$ cat src/logic/spimsf_pkg.sv
// Shared constants and types for the framed serial port
package spimsf_pkg;
	// Register bus
	localparam int AXI_ADDR_W = 5;
	localparam logic [4:0] ADDR_STAT = 5'h00;
	localparam logic [4:0] ADDR_CON1 = 5'h04;
	localparam logic [4:0] ADDR_CON2 = 5'h08;
	localparam logic [4:0] ADDR_BUF = 5'h0c;
	localparam logic [1:0] RESP_OKAY = 2'h0;
	localparam logic [1:0] RESP_SLVERR = 2'h2;

	// Status/control field positions
	localparam int STAT_EN = 15;
	localparam int STAT_SIDL = 13;
	localparam int STAT_ROV = 6;
	localparam int STAT_TBF = 1;
	localparam int STAT_RBF = 0;

	// Control one field positions
	localparam int C1_CLK_DIS = 12;
	localparam int C1_OUT_DIS = 11;
	localparam int C1_WIDTH = 10;
	localparam int C1_SMP = 9;
	localparam int C1_EDGE = 8;
	localparam int C1_SEL_EN = 7;
	localparam int C1_POL = 6;
	localparam int C1_MASTER = 5;
	localparam int C1_SPRE_LSB = 2;
	localparam int C1_PPRE_LSB = 0;

	// Control two field positions
	localparam int C2_FRAMED = 15;
	localparam int C2_FDIR = 14;
	localparam int C2_FPOL = 13;
	localparam int C2_FDLY = 1;

	// Writable masks and reset values
	localparam logic [15:0] CON1_MASK = 16'h1fff;
	localparam logic [15:0] CON2_MASK = 16'he002;
	localparam logic [15:0] CON1_RST = 16'h0000;
	localparam logic [15:0] CON2_RST = 16'h0000;
	localparam logic [15:0] DATA_RST = 16'h0000;

	// Word lengths in bits
	localparam logic [4:0] BITS_WORD = 5'h10;
	localparam logic [4:0] BITS_BYTE = 5'h08;

	// Primary prescale terminal counts: codes 0..3 give 64:1, 16:1, 4:1, 1:1
	localparam logic [5:0] PRI_LIM [4] = '{6'h3f, 6'h0f, 6'h03, 6'h00};
	// Secondary prescale ratio is 8 minus the code
	localparam logic [2:0] SEC_TOP = 3'h7;

	typedef enum {ST_IDLE, ST_SYNC, ST_SHIFT, ST_TAIL} spimsf_state_type;
endpackage

$ cat src/logic/spimsf_core.sv
// Framed master/slave serial port with an AXI4-Lite register slave
//
// Decided for this implementation: the AXI4-Lite interface to the registers and the placing of the registers.
`timescale 1ns/1ns

// How it works
// RQ1 - A 16-bit shift register moves data; buffer registers exchange words with software.
// RQ2 - Master drives the shift clock pin; slave takes it as an input.
// RQ3 - Enable bit 15 turns the port on and claims the pins; clear disables.
// RQ4 - Idle-stop bit 13 freezes the port while the device idles.
// RQ5 - Word finishing while the last is unread is dropped; overflow bit 6 sets.
// RQ6 - Transmit-full bit 1 sets on buffer write, clears when shifting starts; an unframed slave clears it as soon as it is idle.
// RQ7 - Receive-full bit 0 sets on word arrival, clears on buffer read.
// RQ8 - Master clock-disable bit 12 stops the clock and releases the pin.
// RQ9 - Output-disable bit 11 releases the data output pin.
// RQ10 - Width bit 10 picks 16-bit or 8-bit transfers.
// RQ11 - Master sample-phase bit 9 samples at end or middle of data time.
// RQ12 - Edge bit 8 chooses which clock transition changes output data.
// RQ13 - Polarity bit 6 sets idle clock high when set, low when clear.
// RQ14 - Slave select-enable bit 7 makes the port obey the active-low select.
// RQ15 - Master-enable bit 5 picks master or slave operation.
// RQ16 - Software never sets both prescalers to undivided.
// RQ17 - Framed bit 15 runs the clock freely; select carries frame sync.
// RQ18 - Software keeps select-enable clear while framed operation is on.
// RQ19 - Software programs the edge bit to zero in framed operation.
// RQ20 - Frame-direction bit 14 makes sync an input when set, output when clear.
// RQ21 - Frame-polarity bit 13 makes sync active high when set, low when clear.
// RQ22 - Frame-delay bit 1 puts sync on the first bit or one clock before.
// RQ23 - Master clock divides system clock by primary then secondary prescaler.
module spimsf_core (
	// Clock and reset
	input wire logic i_ref_clk,
	input wire logic i_rst,
	// AXI4-Lite write address
	input wire logic [spimsf_pkg::AXI_ADDR_W-1:0] i_s_axi_awaddr,
	input wire logic i_s_axi_awvalid,
	output logic o_s_axi_awready,
	// AXI4-Lite write data
	input wire logic [31:0] i_s_axi_wdata,
	input wire logic [3:0] i_s_axi_wstrb,
	input wire logic i_s_axi_wvalid,
	output logic o_s_axi_wready,
	// AXI4-Lite write response
	output logic [1:0] o_s_axi_bresp,
	output logic o_s_axi_bvalid,
	input wire logic i_s_axi_bready,
	// AXI4-Lite read address
	input wire logic [spimsf_pkg::AXI_ADDR_W-1:0] i_s_axi_araddr,
	input wire logic i_s_axi_arvalid,
	output logic o_s_axi_arready,
	// AXI4-Lite read data
	output logic [31:0] o_s_axi_rdata,
	output logic [1:0] o_s_axi_rresp,
	output logic o_s_axi_rvalid,
	input wire logic i_s_axi_rready,
	// Device power state
	input wire logic i_cpu_idle,
	// Serial pins
	input wire logic i_shift_clock_pin,
	output logic o_shift_clock_pin,
	output logic o_shift_clock_pin_oe,
	input wire logic i_serial_in_pin,
	output logic o_serial_out_pin,
	output logic o_serial_out_pin_oe,
	input wire logic i_slave_select_pin_n,
	output logic o_slave_select_pin,
	output logic o_slave_select_pin_oe
);
	import spimsf_pkg::*;

	logic [15:0] con1_reg, con2_reg, txh_reg, rxh_reg, sr_reg;
	logic en_reg, sidl_reg, rov_reg, tbf_reg, rbf_reg;
	logic sdo_reg, sck_act_reg, fs_reg, sck_prev_reg;
	logic [4:0] cnt_reg;
	logic [5:0] pcnt_reg;
	logic [2:0] scnt_reg;
	spimsf_state_type state_reg;
	logic [2:0] meta_reg, sync_reg;
	logic aw_full_reg, w_full_reg, bvalid_reg, rvalid_reg;
	logic [AXI_ADDR_W-1:0] awaddr_reg;
	logic [15:0] wdata_reg;
	logic [1:0] wstrb_reg, bresp_reg, rresp_reg;
	logic [31:0] rdata_reg;

	function automatic logic top_of(input logic [15:0] v, input logic w);
		return w ? v[15] : v[7];
	endfunction

	function automatic logic [15:0] merge(input logic [15:0] o, input logic [15:0] d,
		input logic [1:0] s);
		return {s[1] ? d[15:8] : o[15:8], s[0] ? d[7:0] : o[7:0]};
	endfunction

	// Two-flop synchronisers for clock, data in and select
	genvar g;
	generate
		for (g = 0; g < 3; g++) begin : g_sync
			logic pin;
			assign pin = (g == 0) ? i_shift_clock_pin :
				(g == 1) ? i_serial_in_pin : i_slave_select_pin_n;
			always_ff @(posedge i_ref_clk) begin
				if (i_rst) begin
					meta_reg[g] <= 1'b0;
					sync_reg[g] <= 1'b0;
				end else begin
					meta_reg[g] <= pin;
					sync_reg[g] <= meta_reg[g];
				end
			end
		end
	endgenerate

	logic sck_s, sdi_s, ss_s;
	assign sck_s = sync_reg[0];
	assign sdi_s = sync_reg[1];
	assign ss_s = sync_reg[2];

	logic master, framed, cke, sample_phase, cpol, wide, select_enable, clock_pin_disable, output_pin_disable, fdir, fpol, fdly;
	logic [4:0] nbits;
	// RQ15 master or slave
	assign master = con1_reg[C1_MASTER];
	assign framed = con2_reg[C2_FRAMED];
	// RQ19 edge ignored framed
	assign cke = con1_reg[C1_EDGE] & ~framed;
	// RQ11 master-only sample phase
	assign sample_phase = con1_reg[C1_SMP] & master;
	assign cpol = con1_reg[C1_POL];
	// RQ10 word width select
	assign wide = con1_reg[C1_WIDTH];
	assign nbits = wide ? BITS_WORD : BITS_BYTE;
	assign select_enable = con1_reg[C1_SEL_EN] & ~framed;
	assign clock_pin_disable = con1_reg[C1_CLK_DIS];
	assign output_pin_disable = con1_reg[C1_OUT_DIS];
	assign fdir = con2_reg[C2_FDIR];
	assign fpol = con2_reg[C2_FPOL];
	assign fdly = con2_reg[C2_FDLY];

	// RQ4 idle stop freeze
	logic halt, run_ok;
	assign halt = sidl_reg & i_cpu_idle;
	assign run_ok = en_reg & ~halt;

	// Master clock runs during a word, or always when framed
	logic mclk_on, toggle, tick, pt;
	logic [5:0] pri_lim;
	logic [2:0] sec_lim;
	assign mclk_on = en_reg & master & ~clock_pin_disable &
		(framed | state_reg == ST_SHIFT | state_reg == ST_TAIL);
	assign pri_lim = PRI_LIM[con1_reg[C1_PPRE_LSB +: 2]];
	assign sec_lim = SEC_TOP - con1_reg[C1_SPRE_LSB +: 3];
	assign pt = pcnt_reg == pri_lim;
	assign tick = mclk_on & ~halt & pt & (scnt_reg == sec_lim);
	assign toggle = tick & (framed | state_reg != ST_TAIL);

	// RQ23 primary then secondary divide
	always_ff @(posedge i_ref_clk) begin
		if (i_rst | ~mclk_on) begin
			pcnt_reg <= 6'h00;
			scnt_reg <= 3'h0;
		end else if (~halt) begin
			pcnt_reg <= pt ? 6'h00 : pcnt_reg + 6'h01;
			if (pt) begin
				scnt_reg <= (scnt_reg == sec_lim) ? 3'h0 : scnt_reg + 3'h1;
			end
		end
	end

	// RQ8 clock stops when disabled
	always_ff @(posedge i_ref_clk) begin
		if (i_rst | ~mclk_on) begin
			sck_act_reg <= 1'b0;
		end else if (toggle) begin
			sck_act_reg <= ~sck_act_reg;
		end
	end

	// Slave edge detection on the synchronised pin, active level made polarity-free
	logic s_act, lead_ev, trail_ev, tail_ev;
	assign s_act = sck_s ^ cpol;
	always_ff @(posedge i_ref_clk) begin
		if (i_rst) begin
			sck_prev_reg <= 1'b0;
		end else begin
			sck_prev_reg <= s_act;
		end
	end
	// RQ2 clock source by mode
	assign lead_ev = run_ok & (master ? (toggle & ~sck_act_reg) : (s_act & ~sck_prev_reg));
	assign trail_ev = run_ok & (master ? (toggle & sck_act_reg) : (~s_act & sck_prev_reg));
	assign tail_ev = tick & state_reg == ST_TAIL;

	// Start conditions
	logic fs_in, sel_ok, idle, st_mast, st_slv, st_fmo, st_fsi;
	// RQ21 sync polarity on input
	assign fs_in = ss_s == fpol;
	// RQ14 slave select gating
	assign sel_ok = ~select_enable | ~ss_s;
	assign idle = state_reg == ST_IDLE;
	assign st_mast = idle & master & ~framed & ~clock_pin_disable & tbf_reg & run_ok;
	assign st_slv = idle & ~master & ~framed & sel_ok & lead_ev;
	// RQ20 sync direction
	assign st_fmo = idle & framed & ~fdir & tbf_reg & trail_ev;
	assign st_fsi = idle & framed & fdir & lead_ev & fs_in;

	// RQ6 transmit word taken when shifting starts, or at once by an idle unframed slave
	logic load_now;
	assign load_now = run_ok & tbf_reg & (st_mast | (idle & ~master & ~framed) |
		((st_fmo | st_fsi) & fdly) | (state_reg == ST_SYNC & trail_ev));

	// Edge actions
	logic do_lead, do_trail, last, samp, drive, done, rd_buf;
	logic [15:0] sr_cur, sr_sh, word;
	assign do_lead = lead_ev & (state_reg == ST_SHIFT | st_slv | (st_fsi & fdly));
	assign do_trail = trail_ev & state_reg == ST_SHIFT;
	assign last = cnt_reg == nbits;
	// RQ11 sample point choice
	assign samp = (do_lead & (cke ? ~sample_phase : (sample_phase & cnt_reg != 5'h00))) |
		(do_trail & (cke ? sample_phase : ~sample_phase)) | (tail_ev & ~cke & sample_phase);
	// RQ12 output change edge
	assign drive = (do_lead & ~cke) | (do_trail & cke & ~last) |
		(load_now & cke & ~do_lead);
	assign sr_cur = load_now ? txh_reg : sr_reg;
	assign sr_sh = {sr_cur[14:0], sdi_s};
	assign done = tail_ev | (do_trail & last & ~master);
	assign word = (samp ? sr_sh : sr_reg) & (wide ? 16'hffff : 16'h00ff);

	// Transfer sequencer
	always_ff @(posedge i_ref_clk) begin
		if (i_rst | ~en_reg | (~master & ~framed & ~sel_ok)) begin
			state_reg <= ST_IDLE;
			cnt_reg <= 5'h00;
		end else begin
			if (do_lead) begin
				cnt_reg <= cnt_reg + 5'h01;
			end
			unique case (state_reg)
				ST_IDLE: begin
					if (st_mast | st_slv | ((st_fmo | st_fsi) & fdly)) begin
						state_reg <= ST_SHIFT;
					end else if (st_fmo | st_fsi) begin
						state_reg <= ST_SYNC;
					end
				end
				ST_SYNC: begin
					if (trail_ev) begin
						state_reg <= ST_SHIFT;
					end
				end
				ST_SHIFT: begin
					if (do_trail & last) begin
						state_reg <= master ? ST_TAIL : ST_IDLE;
						cnt_reg <= master ? cnt_reg : 5'h00;
					end
				end
				ST_TAIL: begin
					if (tail_ev) begin
						state_reg <= ST_IDLE;
						cnt_reg <= 5'h00;
					end
				end
			endcase
		end
	end

	// RQ1 shift register and data output
	always_ff @(posedge i_ref_clk) begin
		if (i_rst) begin
			sr_reg <= DATA_RST;
			sdo_reg <= 1'b0;
		end else begin
			if (samp) begin
				sr_reg <= sr_sh;
			end else if (load_now) begin
				sr_reg <= txh_reg;
			end
			if (drive) begin
				sdo_reg <= top_of(samp ? sr_sh : sr_cur, wide);
			end
		end
	end

	// RQ22 sync one clock early or on first bit
	always_ff @(posedge i_ref_clk) begin
		if (i_rst | ~en_reg | ~framed) begin
			fs_reg <= 1'b0;
		end else if (st_fmo) begin
			fs_reg <= 1'b1;
		end else if (trail_ev & (state_reg == ST_SHIFT |
			(state_reg == ST_SYNC & ~fdir))) begin
			fs_reg <= fdly ? 1'b0 : state_reg == ST_SYNC;
		end
	end

	// AXI4-Lite handshakes
	logic aw_hs, w_hs, ar_hs, do_write;
	assign o_s_axi_awready = ~aw_full_reg & ~bvalid_reg;
	assign o_s_axi_wready = ~w_full_reg & ~bvalid_reg;
	assign o_s_axi_arready = ~rvalid_reg;
	assign aw_hs = i_s_axi_awvalid & o_s_axi_awready;
	assign w_hs = i_s_axi_wvalid & o_s_axi_wready;
	assign ar_hs = i_s_axi_arvalid & o_s_axi_arready;
	assign do_write = aw_full_reg & w_full_reg & ~bvalid_reg;
	assign rd_buf = ar_hs & i_s_axi_araddr == ADDR_BUF;

	always_ff @(posedge i_ref_clk) begin
		if (i_rst) begin
			aw_full_reg <= 1'b0;
			w_full_reg <= 1'b0;
			bvalid_reg <= 1'b0;
			bresp_reg <= RESP_OKAY;
			awaddr_reg <= '0;
			wdata_reg <= DATA_RST;
			wstrb_reg <= 2'h0;
		end else begin
			if (aw_hs) begin
				aw_full_reg <= 1'b1;
				awaddr_reg <= i_s_axi_awaddr;
			end
			if (w_hs) begin
				w_full_reg <= 1'b1;
				wdata_reg <= i_s_axi_wdata[15:0];
				wstrb_reg <= i_s_axi_wstrb[1:0];
			end
			if (do_write) begin
				aw_full_reg <= 1'b0;
				w_full_reg <= 1'b0;
				bvalid_reg <= 1'b1;
				bresp_reg <= (awaddr_reg > ADDR_BUF || awaddr_reg[1:0] != 2'h0) ?
					RESP_SLVERR : RESP_OKAY;
			end else if (bvalid_reg & i_s_axi_bready) begin
				bvalid_reg <= 1'b0;
			end
		end
	end

	// Configuration and data registers
	logic [15:0] stat_now, wr_stat;
	logic wr_st, wr_c1, wr_c2, wr_buf;
	assign stat_now = {en_reg, 1'b0, sidl_reg, 6'h00, rov_reg, 4'h0, tbf_reg, rbf_reg};
	assign wr_stat = merge(stat_now, wdata_reg, wstrb_reg);
	assign wr_st = do_write & awaddr_reg == ADDR_STAT;
	assign wr_c1 = do_write & awaddr_reg == ADDR_CON1;
	assign wr_c2 = do_write & awaddr_reg == ADDR_CON2;
	assign wr_buf = do_write & awaddr_reg == ADDR_BUF & wstrb_reg != 2'h0;

	always_ff @(posedge i_ref_clk) begin
		if (i_rst) begin
			con1_reg <= CON1_RST;
			con2_reg <= CON2_RST;
			en_reg <= 1'b0;
			sidl_reg <= 1'b0;
			txh_reg <= DATA_RST;
		end else begin
			if (wr_c1) begin
				con1_reg <= merge(con1_reg, wdata_reg, wstrb_reg) & CON1_MASK;
			end
			if (wr_c2) begin
				con2_reg <= merge(con2_reg, wdata_reg, wstrb_reg) & CON2_MASK;
			end
			// RQ3 port enable
			if (wr_st) begin
				en_reg <= wr_stat[STAT_EN];
				sidl_reg <= wr_stat[STAT_SIDL];
			end
			if (wr_buf) begin
				txh_reg <= merge(txh_reg, wdata_reg, wstrb_reg);
			end
		end
	end

	// Status flags; a hardware set wins over a same-cycle clear
	always_ff @(posedge i_ref_clk) begin
		if (i_rst) begin
			tbf_reg <= 1'b0;
			rbf_reg <= 1'b0;
			rov_reg <= 1'b0;
			rxh_reg <= DATA_RST;
		end else begin
			// RQ6 transmit full flag
			if (wr_buf) begin
				tbf_reg <= 1'b1;
			end else if (load_now) begin
				tbf_reg <= 1'b0;
			end
			// RQ5 overflow drops the word
			if (done & rbf_reg & ~rd_buf) begin
				rov_reg <= 1'b1;
			end else if (wr_st & ~wr_stat[STAT_ROV]) begin
				rov_reg <= 1'b0;
			end
			// RQ7 receive full flag
			if (done & ~(rbf_reg & ~rd_buf)) begin
				rxh_reg <= word;
				rbf_reg <= 1'b1;
			end else if (rd_buf) begin
				rbf_reg <= 1'b0;
			end
		end
	end

	// Read channel
	always_ff @(posedge i_ref_clk) begin
		if (i_rst) begin
			rvalid_reg <= 1'b0;
			rdata_reg <= 32'h0000_0000;
			rresp_reg <= RESP_OKAY;
		end else if (ar_hs) begin
			rvalid_reg <= 1'b1;
			rresp_reg <= RESP_OKAY;
			unique case (i_s_axi_araddr)
				ADDR_STAT: rdata_reg <= {16'h0000, stat_now};
				ADDR_CON1: rdata_reg <= {16'h0000, con1_reg};
				ADDR_CON2: rdata_reg <= {16'h0000, con2_reg};
				ADDR_BUF: rdata_reg <= {16'h0000, rxh_reg};
				default: begin
					rdata_reg <= 32'h0000_0000;
					rresp_reg <= RESP_SLVERR;
				end
			endcase
		end else if (i_s_axi_rready) begin
			rvalid_reg <= 1'b0;
		end
	end

	assign o_s_axi_bvalid = bvalid_reg;
	assign o_s_axi_bresp = bresp_reg;
	assign o_s_axi_rvalid = rvalid_reg;
	assign o_s_axi_rdata = rdata_reg;
	assign o_s_axi_rresp = rresp_reg;

	// Pins
	// RQ13 idle clock level
	assign o_shift_clock_pin = sck_act_reg ^ cpol;
	// RQ8 clock pin released
	assign o_shift_clock_pin_oe = en_reg & master & ~clock_pin_disable;
	assign o_serial_out_pin = sdo_reg;
	// RQ9 data output release
	assign o_serial_out_pin_oe = en_reg & ~output_pin_disable & (master | framed | ~select_enable | ~ss_s);
	// RQ17 frame sync on select pin
	assign o_slave_select_pin = fs_reg ~^ fpol;
	assign o_slave_select_pin_oe = en_reg & framed & ~fdir;
endmodule

$ cat config.mk
export PLATFORM = sky130hd
export DESIGN_NAME = spimsf_core
export DESIGN_NICKNAME = d
export VERILOG_FILES = /design/src/logic/spimsf_pkg.sv /design/src/logic/spimsf_core.sv
export SDC_FILE = /design/constraint.sdc
export NUM_CORES = 1
export LEC_CHECK = 0
export ABC_AREA = 1
export BUFFER_PORTS_ARGS = -buffer_cell sky130_fd_sc_hd__buf_2
export CAP_MARGIN = 20
export CELL_PAD_IN_SITES_DETAIL_PLACEMENT = 1
export CELL_PAD_IN_SITES_GLOBAL_PLACEMENT = 2
export CORE_MARGIN = 5
export CORE_UTILIZATION = 32
export DETAILED_ROUTE_END_ITERATION = 8
export HOLD_SLACK_MARGIN = 0.12
export PLACE_DENSITY_LB_ADDON = 0.1
export SLEW_MARGIN = 20
export SYNTH_ARGS = -nofsm -noshare
export SYNTH_HDL_FRONTEND = slang
export SYNTH_SLANG_ARGS = --single-unit
$ cat constraint.sdc
create_clock -name i_ref_clk -period 2.55 [get_ports i_ref_clk]
set_clock_uncertainty 0.2 [all_clocks]
set_input_delay 0.1275 -clock i_ref_clk [delete_from_list [all_inputs] [get_ports i_ref_clk]]
set_output_delay 0.1275 -clock i_ref_clk [all_outputs]
set_load 0.01 [all_outputs]
==> impl_metrics.csv <==
group,metric,value,unit
cts,cts-buffers-inserted,17,
sta,drv_slew,0,
cells_and_area,area_growth,42.05,%
status,violations,"negative setup slack",
global_route,grt_util_met2,34.60,%
global_route,top_usage_layer,"met2",
placement,detailedPlacementHpwl,15.93,mm
placement,gp_congestion,0.8663,
cts,htree_levels,4,
status,result_of_the_run,"complete, but fails checks",
route,post_detailed_route_count_of_antenna_violating_nets,0,
cells_and_area,multiInputGateArea,3443,um2
sta,hold_viol,0,
cts,max-clock-path-buffers,2,
power_and_ir_drop,p_total,5108,uW
sta,min_period,2.559,ns
cts,clock_sink_count,141,
global_route,grt_first_pass_wirelength,36.03,mm
flow_run,cap_viol_max_count,0,
setup_path,required,2.64,ns
cells_and_area,area.sequential,2844,um2
floorplan,die_area,23020,um2
cts,path_clk_slew,0.06,ns
floorplan,floorplan.initialDensity,32.81,%
sta,setup_tns,-0.009240,ns
sta,setup_violations,1,
sta,timing_worst_slew_pin_value,0.5998,ns
power_and_ir_drop,power_density,559.5,nW/um2
route,wl_per_cell,17.24,um
placement,io_buffers,67,
setup_path,worst_r2r_path_depth,18,
route,route.vias.total,6587,
yosys,synthDominantCellAreaShare,43.92,%
cts,cts_tree,"built",
setup_path,crit_path_max_fanout,5,
power_and_ir_drop,switching_power_total,1242,uW
global_route,gr-usage-all-layers,20.29,%
yosys,synth.area.top_cells,"sky130_fd_sc_hd__dfxtp_1, sky130_fd_sc_hd__nand2_1, sky130_fd_sc_hd__a21oi_1, sky130_fd_sc_hd__o21ai_0, sky130_fd_sc_hd__nor2_1",
cts,worst_skew_pair.late_latency,0.43,ns
yosys,count_of_flip_flops_with_a_built_in_enable_after_synthesis,0,
route,drc,0,
min_path,hp-class,"in2reg",
yosys,synth.yosys.warnings,0,
yosys,syn_area,6427,um2
floorplan,floorplan.die.height,151.7,um
setup_path,crit-reg2reg-capture,"o_serial_out_pin",
setup_path,timing.critical_path.from,"con1_reg[1]",
power_and_ir_drop,cellLeakagePower,0.003617,uW
power_and_ir_drop,vdd_ir_drop_max,0.0004215,V
cells_and_area,most_common_cell_after_layout_fill_and_taps_aside,"sky130_fd_sc_hd__nand2_1",
cells_and_area,antenna-diode-count,0,
yosys,sequential_share_of_the_synthesized_area,43.92,%
yosys,postSynthCellCount,885,
cells_and_area,final_net_count,1135,
yosys,yosysTopAreaCell,"sky130_fd_sc_hd__dfxtp_1",
yosys,yosys_register_bits,141,
yosys,synthArstFlopShare,0,%
power_and_ir_drop,power_frac_comb,7.1,%
cells_and_area,layout-drive-gt1-share,25.97,%
global_route,first_global_vias,6798,
floorplan,row_count,51,
global_route,initial_antenna_violation_count,0,
route,detailedRoute.firstIterationViolations,349,
floorplan,die_x,151.7,um
yosys,leading_register_cell_type_out_of_synthesis,"sky130_fd_sc_hd__dfxtp_1",
sta,max_freq,390.7,MHz
power_and_ir_drop,power_report.internal_total,3865,uW
setup_path,register_to_register_path_setup_slack,-0.009,ns
floorplan,core_area,19590,um2
yosys,yosys.cell_types.count,44,
cells_and_area,most-common-layout-cells,"sky130_fd_sc_hd__nand2_1, sky130_fd_sc_hd__dfxtp_1, sky130_fd_sc_hd__a21oi_1",
sta,max_slew_margin_vs_limit,60.01,%
power_and_ir_drop,clkPwrFrac,47.8,%
sta,unrepaired_setup_endpoints_after_global_routing,"yes",
setup_path,r2r_start,"con1_reg[1]",
global_route,global_route_total_overflow,0,
setup_path,setup.worst_path.end,"o_serial_out_pin",
sta,setup_slack,-0.009240,ns
placement,placement.cell_area,7288,um2
yosys,synthesis.area_per_instance,7.263,um2
power_and_ir_drop,switching_share,24.32,%
cells_and_area,design_area,9130,um2
setup_path,setup.worst_path.end_class,"flip-flop",
sta,final_period_utilization,100.4,%
cts,root_buffer,"sky130_fd_sc_hd__clkbuf_16",
global_route,grt_use_met1,26.00,%
global_route,met3_usage,4.105,%
setup_path,worst_setup_path_start_kind,"flip-flop",
placement,place_worst_setup_slack,-0.1111,ns
route,routed_wl,23.29,mm
power_and_ir_drop,power.sequential.fraction,45.1,%
cells_and_area,filler_cell_count,2397,
global_route,largest_net_degree_at_the_start_of_global_routing,67,
setup_path,critical_path_arrival,2.65,ns
route,drt-vias-per-instance,4.876,
floorplan,io_pins,104,
setup_path,timing.setup.critical_path_class,"reg2reg",
route,drt_first_pass_iters,4,
power by group through the flow:
stage                     logic [uW]  registers [uW]  clock network (uW)
after floorplan                  179            2330                   0
after global placement           255            2350                   0
after detailed placement         264            2350                   0
after CTS                        355            2300                2500
after global routing             404            2310                2600
final                            361            2300                2440
worst min path at each step:
| stage | slack (ns) | endpoint | cells past startpoint | from |
|---|---|---|---|---|
| 5_1_grt | 0.17 | sdi_s | 3 | i_rst |
| 4_1_cts | 0.15 | sdi_s | 3 | i_rst |
| 6_report | 0.15 | rxh_reg[11] | 3 | i_rst |
| 3_5_place_dp | 0.15 | meta_reg[1] | 3 | i_serial_in_pin |
| 2_1_floorplan | 0.03 | meta_reg[0] | 2 | i_shift_clock_pin |
| 3_3_place_gp | 0.13 | meta_reg[2] | 3 | i_slave_select_pin_n |
repair_timing:
action,CTS,global route
resized for setup,19,101
endpoints found under the setup margin,31,38
gates cloned,1,4
endpoints found under the hold margin,57,0
buffers inserted,2,13
pin swaps,6,31
hold buffers,64,0
synthesized netlist by cell type, types with 4 or more instances:
master,n
sky130_fd_sc_hd__a211oi_1,4
sky130_fd_sc_hd__a21oi_1,105
sky130_fd_sc_hd__a21oi_2,4
sky130_fd_sc_hd__a31oi_1,4
sky130_fd_sc_hd__buf_2,5
sky130_fd_sc_hd__buf_4,19
sky130_fd_sc_hd__clkbuf_1,22
sky130_fd_sc_hd__dfxtp_1,141
sky130_fd_sc_hd__ha_1,4
sky130_fd_sc_hd__inv_1,92
sky130_fd_sc_hd__inv_2,4
sky130_fd_sc_hd__nand2_1,161
sky130_fd_sc_hd__nand2_2,4
sky130_fd_sc_hd__nand3_1,41
sky130_fd_sc_hd__nand4_1,6
sky130_fd_sc_hd__nor2_1,97
sky130_fd_sc_hd__nor3_1,11
sky130_fd_sc_hd__o211ai_1,12
sky130_fd_sc_hd__o211ai_2,4
sky130_fd_sc_hd__o21ai_0,89
sky130_fd_sc_hd__o21ai_1,9
sky130_fd_sc_hd__xor2_1,6
metal layers:
layer  wire length [um]  share of wire (%)  up-vias
met5                  0                  0        -
met4                384                1.6        0
met3                857                3.7       23
met2              11650                 50       93
met1              10390                 45     3206
li1                   -                  -     3265
worst max-delay path, cell delays in order, from the launching register on:
cell	delay, ns
sky130_fd_sc_hd__dfxtp_4	0.40
sky130_fd_sc_hd__inv_4	0.05
sky130_fd_sc_hd__nand2_2	0.05
sky130_fd_sc_hd__nand2_1	0.06
sky130_fd_sc_hd__nand2_2	0.07
sky130_fd_sc_hd__nand2_2	0.06
sky130_fd_sc_hd__nor2_4	0.15
sky130_fd_sc_hd__nand4_1	0.15
sky130_fd_sc_hd__nand2_2	0.16
sky130_fd_sc_hd__nand3_2	0.11
sky130_fd_sc_hd__nand2_2	0.10
sky130_fd_sc_hd__nand2_4	0.07
sky130_fd_sc_hd__nand2_8	0.15
sky130_fd_sc_hd__buf_6	0.15
sky130_fd_sc_hd__nand3_1	0.11
sky130_fd_sc_hd__nand3_2	0.12
sky130_fd_sc_hd__nand3_2	0.07
sky130_fd_sc_hd__nand3_1	0.09
sky130_fd_sc_hd__a21oi_1	0.06
kinds of logic after synthesis:
family                   synth area share (%)
flip-flops                              43.92
AND/OR/NAND/NOR                         22.78
adder cells (fa/ha/maj)                0.7787
XOR/XNOR                                1.226
other                                 0.05834
buffers and inverters                   10.14
AO/OA/AOI/OAI                           21.10
stage by stage:
stage                     hold slack (ns)  cells  utilization, %
after global placement             0.1300   1237           37.20
after floorplan                   0.03447    902               -
after CTS                          0.1494   1335           43.92
after detailed placement           0.1484   1237           37.20
after global routing               0.1724   1351           46.61
final                              0.1502   1351           46.61
final cells by class:
class                           count  share of cell area (%)
Clock buffer                       20                   4.892
Timing Repair Buffer              199                   17.13
Clock inverter                     11                   1.316
Inverter                           99                   4.166
Sequential cell                   141                   31.15
Tap cell                          265                   3.632
Multi-Input combinational cell    616                   37.71
(Power assumes the default switching activity.)
